$ cat src/wcm_params.svh
// Register offsets, reset values and timing counts of the window comparator
`ifndef WCM_PARAMS_SVH
`define WCM_PARAMS_SVH

`define WCM_OFS_TORQ_CMP   8'h00
`define WCM_OFS_TORQ_WIN   8'h04
`define WCM_OFS_FILT_TC    8'h08
`define WCM_OFS_SPD_CMP    8'h0c
`define WCM_OFS_SPD_WIN    8'h10
`define WCM_OFS_SPD_DLY    8'h14
`define WCM_OFS_SPD_THR    8'h18
`define WCM_OFS_TGT_NEG    8'h1c
`define WCM_OFS_TGT_POS    8'h20
`define WCM_OFS_TGT_DLY    8'h24
`define WCM_OFS_FE_NEG     8'h28
`define WCM_OFS_FE_POS     8'h2c
`define WCM_OFS_FE_DLY     8'h30
`define WCM_OFS_STATUS     8'h34
`define WCM_OFS_IRQ_STAT   8'h38
`define WCM_OFS_IRQ_MASK   8'h3c
`define WCM_OFS_FILT_CUR   8'h40

`define WCM_BIT_TORQ       0
`define WCM_BIT_SPD        1
`define WCM_BIT_TGT        2
`define WCM_BIT_FE         3
`define WCM_BIT_THR        4

`define WCM_RST_WORD       32'h0000_0000
`define WCM_RST_FILT_TC    4'h4
`define WCM_RST_DLY        16'h0001

`define WCM_CLK_NS         50
`define WCM_SAMPLE_NS      50000
`define WCM_SAMPLE_CYC     ((`WCM_SAMPLE_NS + `WCM_CLK_NS - 1) / `WCM_CLK_NS)
`define WCM_MS_NS          1000000
`define WCM_MS_SAMPLES     (`WCM_MS_NS / `WCM_SAMPLE_NS)

`endif

$ cat src/wcm_pkg.sv
// Types shared by the window comparator files
package wcm_pkg;
  typedef struct packed {
    logic signed [31:0] current;
    logic signed [31:0] speed;
    logic signed [31:0] pos_act;
    logic signed [31:0] pos_target;
    logic signed [31:0] pos_set;
  } wcm_meas_type;

  typedef struct packed {
    logic ferr;
    logic target;
    logic speed;
    logic torque;
  } wcm_msg_type;
endpackage : wcm_pkg

$ cat src/wcm_top.sv
// Window comparator messages for digital outputs, Avalon-MM register slave
//
// Added by the designer: register access over Avalon-MM and the address map.
`timescale 1ns/1ns
`include "wcm_params.svh"
module wcm_top
  import wcm_pkg::*;
(
  // Clock and reset
  input  wire logic         clk,
  input  wire logic         rst,
  // Avalon-MM slave
  input  wire logic [7:0]   avs_address,
  input  wire logic         avs_read,
  input  wire logic         avs_write,
  input  wire logic [31:0]  avs_writedata,
  input  wire logic [3:0]   avs_byteenable,
  output logic [31:0]       avs_readdata,
  output logic              avs_waitrequest,
  // Measurements from datapath
  input  wire wcm_meas_type meas,
  // Messages
  output wcm_msg_type       msg,
  output logic              speed_above_thr,
  output logic              irq
);
  logic [31:0]        torq_cmp_r;
  logic [31:0]        torq_win_r;
  logic [3:0]         filt_tc_r;
  logic [31:0]        spd_cmp_r;
  logic [31:0]        spd_win_r;
  logic [15:0]        spd_dly_r;
  logic [31:0]        spd_thr_r;
  logic [31:0]        tgt_neg_r;
  logic [31:0]        tgt_pos_r;
  logic [15:0]        tgt_dly_r;
  logic [31:0]        fe_neg_r;
  logic [31:0]        fe_pos_r;
  logic [15:0]        fe_dly_r;
  logic [3:0]         irq_stat_r;
  logic [3:0]         irq_mask_r;
  logic               ack_r;
  logic [15:0]        sample_cnt_r;
  logic [7:0]         ms_cnt_r;
  logic               sample_en;
  logic               ms_tick;
  logic signed [31:0] cur_filt;
  logic               spd_in;
  logic               tgt_in;
  logic               fe_out;
  logic               spd_q;
  logic               tgt_q;
  logic               fe_q;
  wcm_msg_type        msg_prev_r;
  logic [3:0]         rise;
  logic               wr_en;
  logic               rd_en;
  logic [31:0]        rd_nxt;

  // Lower and upper bounds are widened to avoid wrap at the range ends
  function automatic logic in_window(input logic signed [31:0] x,
                                     input logic signed [31:0] centre,
                                     input logic [31:0]        below,
                                     input logic [31:0]        above);
    logic signed [33:0] lo;
    logic signed [33:0] hi;
    logic signed [33:0] xs;
    lo = {{2{centre[31]}}, centre} - {2'b00, below};
    hi = {{2{centre[31]}}, centre} + {2'b00, above};
    xs = {{2{x[31]}}, x};
    return (xs >= lo) && (xs <= hi);
  endfunction : in_window

  // Byte-lane merge for register writes
  function automatic logic [31:0] merge(input logic [31:0] old,
                                        input logic [31:0] wd,
                                        input logic [3:0]  be);
    logic [31:0] m;
    m = old;
    for (int i = 0; i < 4; i++) begin
      if (be[i]) begin
        m[i*8 +: 8] = wd[i*8 +: 8];
      end
    end
    return m;
  endfunction : merge

  // Bus handshake: every access answers on the second cycle
  assign avs_waitrequest = (avs_read || avs_write) && !ack_r;
  assign wr_en           = avs_write && ack_r;
  assign rd_en           = avs_read && !ack_r;

  always_ff @(posedge clk or posedge rst) begin
    if (rst) begin
      ack_r <= 1'b0;
    end else begin
      ack_r <= (avs_read || avs_write) && !ack_r;
    end
  end

  // Sample and millisecond enables
  always_ff @(posedge clk or posedge rst) begin
    if (rst) begin
      sample_cnt_r <= 16'h0000;
      ms_cnt_r     <= 8'h00;
    end else if (sample_en) begin
      sample_cnt_r <= 16'h0000;
      ms_cnt_r     <= ms_tick ? 8'h00 : ms_cnt_r + 8'h01;
    end else begin
      sample_cnt_r <= sample_cnt_r + 16'h0001;
    end
  end
  assign sample_en = (sample_cnt_r == 16'(`WCM_SAMPLE_CYC - 1));
  assign ms_tick   = sample_en && (ms_cnt_r == 8'(`WCM_MS_SAMPLES - 1));

  // Configuration registers
  always_ff @(posedge clk or posedge rst) begin
    if (rst) begin
      torq_cmp_r <= `WCM_RST_WORD;
      torq_win_r <= `WCM_RST_WORD;
      filt_tc_r  <= `WCM_RST_FILT_TC;
      spd_cmp_r  <= `WCM_RST_WORD;
      spd_win_r  <= `WCM_RST_WORD;
      spd_dly_r  <= `WCM_RST_DLY;
      spd_thr_r  <= `WCM_RST_WORD;
      tgt_neg_r  <= `WCM_RST_WORD;
      tgt_pos_r  <= `WCM_RST_WORD;
      tgt_dly_r  <= `WCM_RST_DLY;
      fe_neg_r   <= `WCM_RST_WORD;
      fe_pos_r   <= `WCM_RST_WORD;
      fe_dly_r   <= `WCM_RST_DLY;
      irq_mask_r <= 4'h0;
    end else if (wr_en) begin
      unique case (avs_address)
        `WCM_OFS_TORQ_CMP: torq_cmp_r <= merge(torq_cmp_r, avs_writedata, avs_byteenable);
        `WCM_OFS_TORQ_WIN: torq_win_r <= merge(torq_win_r, avs_writedata, avs_byteenable);
        `WCM_OFS_FILT_TC:  if (avs_byteenable[0]) filt_tc_r <= avs_writedata[3:0];
        `WCM_OFS_SPD_CMP:  spd_cmp_r  <= merge(spd_cmp_r, avs_writedata, avs_byteenable);
        `WCM_OFS_SPD_WIN:  spd_win_r  <= merge(spd_win_r, avs_writedata, avs_byteenable);
        `WCM_OFS_SPD_DLY:  spd_dly_r  <= 16'(merge({16'h0000, spd_dly_r}, avs_writedata, avs_byteenable));
        `WCM_OFS_SPD_THR:  spd_thr_r  <= merge(spd_thr_r, avs_writedata, avs_byteenable);
        `WCM_OFS_TGT_NEG:  tgt_neg_r  <= merge(tgt_neg_r, avs_writedata, avs_byteenable);
        `WCM_OFS_TGT_POS:  tgt_pos_r  <= merge(tgt_pos_r, avs_writedata, avs_byteenable);
        `WCM_OFS_TGT_DLY:  tgt_dly_r  <= 16'(merge({16'h0000, tgt_dly_r}, avs_writedata, avs_byteenable));
        `WCM_OFS_FE_NEG:   fe_neg_r   <= merge(fe_neg_r, avs_writedata, avs_byteenable);
        `WCM_OFS_FE_POS:   fe_pos_r   <= merge(fe_pos_r, avs_writedata, avs_byteenable);
        `WCM_OFS_FE_DLY:   fe_dly_r   <= 16'(merge({16'h0000, fe_dly_r}, avs_writedata, avs_byteenable));
        `WCM_OFS_IRQ_MASK: if (avs_byteenable[0]) irq_mask_r <= avs_writedata[3:0];
        default: ;
      endcase
    end
  end

  // Current filter
  wcm_pt1 u_pt1 (
    .clk       (clk),
    .rst       (rst),
    .sample_en (sample_en),
    .tc_shift  (filt_tc_r),
    .din       (meas.current),
    .dout      (cur_filt)
  );

  // Window conditions
  assign spd_in = in_window(meas.speed, spd_cmp_r, spd_win_r, spd_win_r);
  assign tgt_in = in_window(meas.pos_act, meas.pos_target, tgt_neg_r, tgt_pos_r);
  // Own limits only; shutdown threshold lives elsewhere
  assign fe_out = !in_window(meas.pos_act, meas.pos_set, fe_neg_r, fe_pos_r);

  wcm_qual u_spd_qual (
    .clk      (clk),
    .rst      (rst),
    .ms_tick  (ms_tick),
    .delay_ms (spd_dly_r),
    .cond     (spd_in),
    .qual     (spd_q)
  );

  // Window follows the live target, so a new run in range keeps the message
  wcm_qual u_tgt_qual (
    .clk      (clk),
    .rst      (rst),
    .ms_tick  (ms_tick),
    .delay_ms (tgt_dly_r),
    .cond     (tgt_in),
    .qual     (tgt_q)
  );

  wcm_qual u_fe_qual (
    .clk      (clk),
    .rst      (rst),
    .ms_tick  (ms_tick),
    .delay_ms (fe_dly_r),
    .cond     (fe_out),
    .qual     (fe_q)
  );

  // Message outputs
  always_ff @(posedge clk or posedge rst) begin
    if (rst) begin
      msg             <= '0;
      speed_above_thr <= 1'b0;
    end else begin
      msg.torque      <= in_window(cur_filt, torq_cmp_r, torq_win_r, torq_win_r);
      msg.speed       <= spd_q;
      msg.target      <= tgt_q;
      msg.ferr        <= fe_q;
      speed_above_thr <= ($signed(meas.speed) >= $signed(spd_thr_r));
    end
  end

  // Interrupt status: rising message edges, set wins over write-one clear
  assign rise = msg & ~msg_prev_r;

  always_ff @(posedge clk or posedge rst) begin
    if (rst) begin
      msg_prev_r <= '0;
      irq_stat_r <= 4'h0;
    end else begin
      msg_prev_r <= msg;
      if (wr_en && avs_address == `WCM_OFS_IRQ_STAT && avs_byteenable[0]) begin
        irq_stat_r <= (irq_stat_r & ~avs_writedata[3:0]) | rise;
      end else begin
        irq_stat_r <= irq_stat_r | rise;
      end
    end
  end
  assign irq = |(irq_stat_r & irq_mask_r);

  // Read mux; unmapped offsets read zero
  always_comb begin
    unique case (avs_address)
      `WCM_OFS_TORQ_CMP: rd_nxt = torq_cmp_r;
      `WCM_OFS_TORQ_WIN: rd_nxt = torq_win_r;
      `WCM_OFS_FILT_TC:  rd_nxt = {28'h0000000, filt_tc_r};
      `WCM_OFS_SPD_CMP:  rd_nxt = spd_cmp_r;
      `WCM_OFS_SPD_WIN:  rd_nxt = spd_win_r;
      `WCM_OFS_SPD_DLY:  rd_nxt = {16'h0000, spd_dly_r};
      `WCM_OFS_SPD_THR:  rd_nxt = spd_thr_r;
      `WCM_OFS_TGT_NEG:  rd_nxt = tgt_neg_r;
      `WCM_OFS_TGT_POS:  rd_nxt = tgt_pos_r;
      `WCM_OFS_TGT_DLY:  rd_nxt = {16'h0000, tgt_dly_r};
      `WCM_OFS_FE_NEG:   rd_nxt = fe_neg_r;
      `WCM_OFS_FE_POS:   rd_nxt = fe_pos_r;
      `WCM_OFS_FE_DLY:   rd_nxt = {16'h0000, fe_dly_r};
      `WCM_OFS_STATUS:   rd_nxt = {27'h0000000, speed_above_thr, msg};
      `WCM_OFS_IRQ_STAT: rd_nxt = {28'h0000000, irq_stat_r};
      `WCM_OFS_IRQ_MASK: rd_nxt = {28'h0000000, irq_mask_r};
      `WCM_OFS_FILT_CUR: rd_nxt = cur_filt;
      default:           rd_nxt = 32'h0000_0000;
    endcase
  end

  always_ff @(posedge clk or posedge rst) begin
    if (rst) begin
      avs_readdata <= 32'h0000_0000;
    end else if (rd_en) begin
      avs_readdata <= rd_nxt;
    end
  end
endmodule : wcm_top

$ cat src/wcm_pt1.sv
// First-order lag low-pass filter with shift-coded time constant
`timescale 1ns/1ns
module wcm_pt1
  import wcm_pkg::*;
(
  // Clock and reset
  input  wire logic               clk,
  input  wire logic               rst,
  // Sample enable and time constant
  input  wire logic               sample_en,
  input  wire logic [3:0]         tc_shift,
  // Data
  input  wire logic signed [31:0] din,
  output logic signed [31:0]      dout
);
  logic signed [32:0] diff;
  logic signed [32:0] step;

  always_comb begin
    diff = {din[31], din} - {dout[31], dout};
    step = diff >>> tc_shift;
  end

  // Larger shift means longer time constant; resolution lost below 2**shift
  always_ff @(posedge clk or posedge rst) begin
    if (rst) begin
      dout <= 32'sh0000_0000;
    end else if (sample_en) begin
      dout <= 32'(dout + step[31:0]);
    end
  end
endmodule : wcm_pt1

$ cat src/wcm_qual.sv
// Response-delay qualifier: condition must hold unbroken before output sets
`timescale 1ns/1ns
module wcm_qual
  import wcm_pkg::*;
(
  // Clock and reset
  input  wire logic        clk,
  input  wire logic        rst,
  // Millisecond tick and delay
  input  wire logic        ms_tick,
  input  wire logic [15:0] delay_ms,
  // Condition and qualified output
  input  wire logic        cond,
  output logic             qual
);
  logic [15:0] cnt_r;

  always_ff @(posedge clk or posedge rst) begin
    if (rst) begin
      cnt_r <= 16'h0000;
      qual  <= 1'b0;
    end else if (!cond) begin
      cnt_r <= 16'h0000;
      qual  <= 1'b0;
    end else if (!qual) begin
      // First tick lands at any phase, so one extra tick keeps the wait at least the delay
      if (delay_ms == 16'h0000) begin
        qual <= 1'b1;
      end else if (ms_tick) begin
        if (cnt_r >= delay_ms) begin
          qual <= 1'b1;
        end else begin
          cnt_r <= cnt_r + 16'h0001;
        end
      end
    end
  end
endmodule : wcm_qual

$ cat config.mk
export PLATFORM = sky130hd
export DESIGN_NAME = wcm_top
export DESIGN_NICKNAME = d
export VERILOG_FILES = /design/src/wcm_pkg.sv /design/src/wcm_top.sv /design/src/wcm_pt1.sv /design/src/wcm_qual.sv
export VERILOG_INCLUDE_DIRS = /design/src
export SDC_FILE = /design/constraint.sdc
export NUM_CORES = 2
export LEC_CHECK = 0
export ABC_AREA = 1
export BUFFER_PORTS_ARGS = -buffer_cell sky130_fd_sc_hd__buf_2
export CAP_MARGIN = 10
export CORE_ASPECT_RATIO = 1.5
export CORE_MARGIN = 4
export CORE_UTILIZATION = 25
export CTS_BUF_LIST = sky130_fd_sc_hd__clkbuf_4
export DETAILED_ROUTE_END_ITERATION = 6
export SLEW_MARGIN = 20
export SYNTH_ARGS = -nofsm -noshare
export SYNTH_HDL_FRONTEND = slang
export SYNTH_HIERARCHICAL = 1
export SYNTH_SLANG_ARGS = --single-unit
$ cat constraint.sdc
create_clock -name clk -period 12.3 [get_ports clk]
set_clock_uncertainty 0.2 [all_clocks]
set_input_delay 1.23 -clock clk [delete_from_list [all_inputs] [get_ports clk]]
set_output_delay 1.23 -clock clk [all_outputs]
set_load 0.01 [all_outputs]
==> reports/qor.yml <==
sta:
  fin_hold_ws_ns: 0.191
  tns_ns: 0
  hold_violations: 0
  period_share_pct: 45.8
  rsz0062_at_grt: "no"
  relSlewSlack_pct: 31.0
  finalSetupViolations: 0
  worst_slew_pin_slew_ns: 1.03
  max_freq_mhz: 178
  fin_crit_ns: 5.63
  drv_slew: 0
worst_setup_path:
  cp_slowest_cell: "inv_1"
  timing.rr.end: "u_spd_qual/cnt_r[15]$_DFFE_PP0P_"
  cp.required_ns: 13.11
  timing.rr.start: "spd_cmp_r[0]$_DFFE_PP0P_"
  crit_path_frequent_cell: "nand2_1"
  cpPeakStageDelay_ns: 0.51
  crit_path_max_fanout: 19
  arrival_ns: 6.44
  crit_family: "simple AND/OR/NAND/NOR gates"
  crit_buf_inv: 4
  critPathLaunchType: "register"
  path_class: "reg -> reg"
  endpoint_kind: "register"
  ff2ff_setup_slack_ns: 6.67
  reg2reg_depth: 28
synthesis:
  syn-cell-area_um2: 52300
  synth_flop_cell: "dfrtp_1"
  synth_top_area_cell: "dfrtp_1"
  synth_enable_flop_cells: 0
  yosysMostFrequentCell: "nand2_1"
  syn-num-nets: 8807
  synthTopCellsByArea: "dfrtp_1, nand2_1, ha_1, inv_1, o21ai_0"
  synth_compound_area_share_pct: 16.7
  ys_seq_elements: 497
  postSynthCellCount: 7904
  synth_top_family_by_area: "simple AND/OR/NAND/NOR gates"
  synth_top_area_share_pct: 23.6
  synth.avg_cell_area_um2: 6.61
  synth_fa_ha_area_share_pct: 16.8
  synth_mux_area_share_pct: 0.0191
  ys_async_sr_fraction_pct: 100
  synth-xor-area-share_pct: 4.49
  ys_types: 65
  yosys.area_share.simple_pct: 30.3
  yosysSeqAreaShare_pct: 23.8
  yosys_warnings: 6
  ys_top_cells_by_count: "nand2_1, inv_1, nor2_1"
global_route:
  grt_pass1_wl_um: 345000
  grt_overflow: 0
  grt_pass1_vias: 54035
  antenna_found_initial: 23
  grt_use_total_pct: 21.3
  grt_max_degree: 157
power:
  p_leak_nw: 28.7
  power_density_nw_per_um2: 82.9
  ir_worst_vdd_mv: 0.0584
drt:
  dr.first_iter.drc_count: 4741
  via_per_inst: 5.04
  vias: 55667
  drc: 2
  drt_wl_total_um: 238000
  routedWlPerCell_um: 21.5
  firstDrtPassIters: 7
  ant_nets: 0
finish:
  fin_nets: 9046
  n_fill_cell: 23487
  drive_gt1_share_pct: 7.26
  multi_input_area_um2: 35700
  fin_cells: 11054
  register_area_um2: 12400
  syn_to_final_growth_pct: 11.3
cts:
  clock_tree.buffer_depth: 3
  cts_htree_levels: 4
  postCtsSetupBuffers: 0
  cts_resized: 0
  postCtsHoldBufs: 1
  numCtsBuffers: 142
  cts_root_buf: "clkbuf_4"
  cts.sinks: 497
  clock_latency_ns: 1.09
  clk_pin_slew_worst_paths_ns: 0.07
  cts_tree: "built"
min_path:
  min_to: "msg[3]$_DFF_PP0_"
  hold_path.class: "reg -> reg"
  holdPathStages: 0
  worstHoldStart: "u_fe_qual/qual$_DFF_PP0_"
floorplan:
  fp-row-count: 205
  initial_core_util_pct: 25.1
  core_region_area_um2: 208000
  io_pins: 247
  die_h_um: 568
  die_w_um: 381
  die-area_um2: 217000
placed_design:
  gp_congestion: 1.05
  place_inst: 10791
  port_buffers: 246
  hpwl_um: 198000
outcome:
  status: "finished with violations"
  violations: "design-rule violations"
flow_run:
  maxCapViolations: 0
==> power by group <==
part | internal (mW) | switching [mW] | leakage [nW]
sequential | 1.69 | 0.0815 | 6.69
clock | 0.775 | 0.777 | 1.03
combinational | 0.495 | 1.01 | 21.0
total | 2.96 | 1.87 | 28.7
==> worst max path at each step <==
stage	start	end	slack, ns	depth (start not counted)
after floorplan	rst	ack_r$_DFF_PP0_	5.29	1
after global placement	meas[32]	u_tgt_qual/cnt_r[2]$_DFFE_PP0P_	5.76	26
after detailed placement	meas[32]	u_tgt_qual/cnt_r[2]$_DFFE_PP0P_	5.81	26
after CTS	tgt_pos_r[0]$_DFFE_PP0P_	u_tgt_qual/cnt_r[2]$_DFFE_PP0P_	6.76	25
after global routing	spd_win_r[27]$_DFFE_PP0P_	u_spd_qual/cnt_r[15]$_DFFE_PP0P_	6.28	27
final	spd_cmp_r[0]$_DFFE_PP0P_	u_spd_qual/cnt_r[15]$_DFFE_PP0P_	6.67	28
==> layout by cell type (no fill, tap or decap), drive strengths merged, types with 5 or more instances in the layout <==
cell type	n
a211oi	7
a21boi	17
a21o	54
a21oi	629
a22o	6
a31oi	11
and2	6
and3	5
buf	268
clkbuf	201
clkinv	36
dfrtp	493
diode	20
fa	10
ha	685
inv	871
nand2	2330
nand3	445
nand3b	24
nand4	119
nor2	714
nor3	103
nor3b	9
nor4	29
o211ai	35
o21a	34
o21ai	709
o21bai	66
o22ai	20
or2	10
xnor2	93
xor2	175
==> sequential cells by signal, indices dropped and copies added (netlist names), 4 cells and up <==
name / cells
u_spd_qual/cnt_r: 16
irq_mask_r: 4
msg: 4
spd_win_r: 32
fe_pos_r: 32
spd_cmp_r: 32
ms_cnt_r: 8
fe_neg_r: 32
torq_win_r: 32
torq_cmp_r: 32
fe_dly_r: 16
u_fe_qual/cnt_r: 16
tgt_neg_r: 32
u_tgt_qual/cnt_r: 16
tgt_dly_r: 16
spd_dly_r: 16
tgt_pos_r: 32
sample_cnt_r: 16
filt_tc_r: 4
avs_readdata: 32
irq_stat_r: 4
msg_prev_r: 4
u_pt1/dout: 32
spd_thr_r: 32
==> metrics by stage <==
stage | power, mW | instance area [um^2] | worst slack, ns | utilization, %
5_1_grt | 5.14 | 58200 | 6.28 | 28.0
2_1_floorplan | 2.78 | 52300 | 5.29 | -
4_1_cts | 4.83 | 58100 | 6.76 | 27.9
3_3_place_gp | 3.26 | 56400 | 5.76 | 27.1
3_5_place_dp | 3.27 | 56400 | 5.81 | 27.1
6_report | 4.82 | 58200 | 6.67 | 28.0
==> final cells by class <==
type                    count  area share (%)
well taps                2794            6.01
diodes                     20          0.0860
clock inverters            40           0.389
repair buffers            269            2.48
clock buffers             201            2.59
inverters                 872            5.63
flip-flops and latches    497            21.4
multi-input cells        6361            61.4
==> cells by family after synthesis <==
family	Yosys count
adder cells (fa/ha/maj)	695
flip-flops	497
multiplexers	1
XOR/XNOR	268
AND/OR/NAND/NOR	3794
AO/OA/AOI/OAI	1603
buffers and inverters	1046
==> metal layers <==
metal	share of wire (%)	up-vias	global-route usage [%]
li1	-	26797	-
met1	38	25915	24.6
met2	47	2288	36.5
met3	6.8	661	3.39
met4	7.4	6	13.6
met5	0.014	-	0
Power figures use the tool's default switching activity.
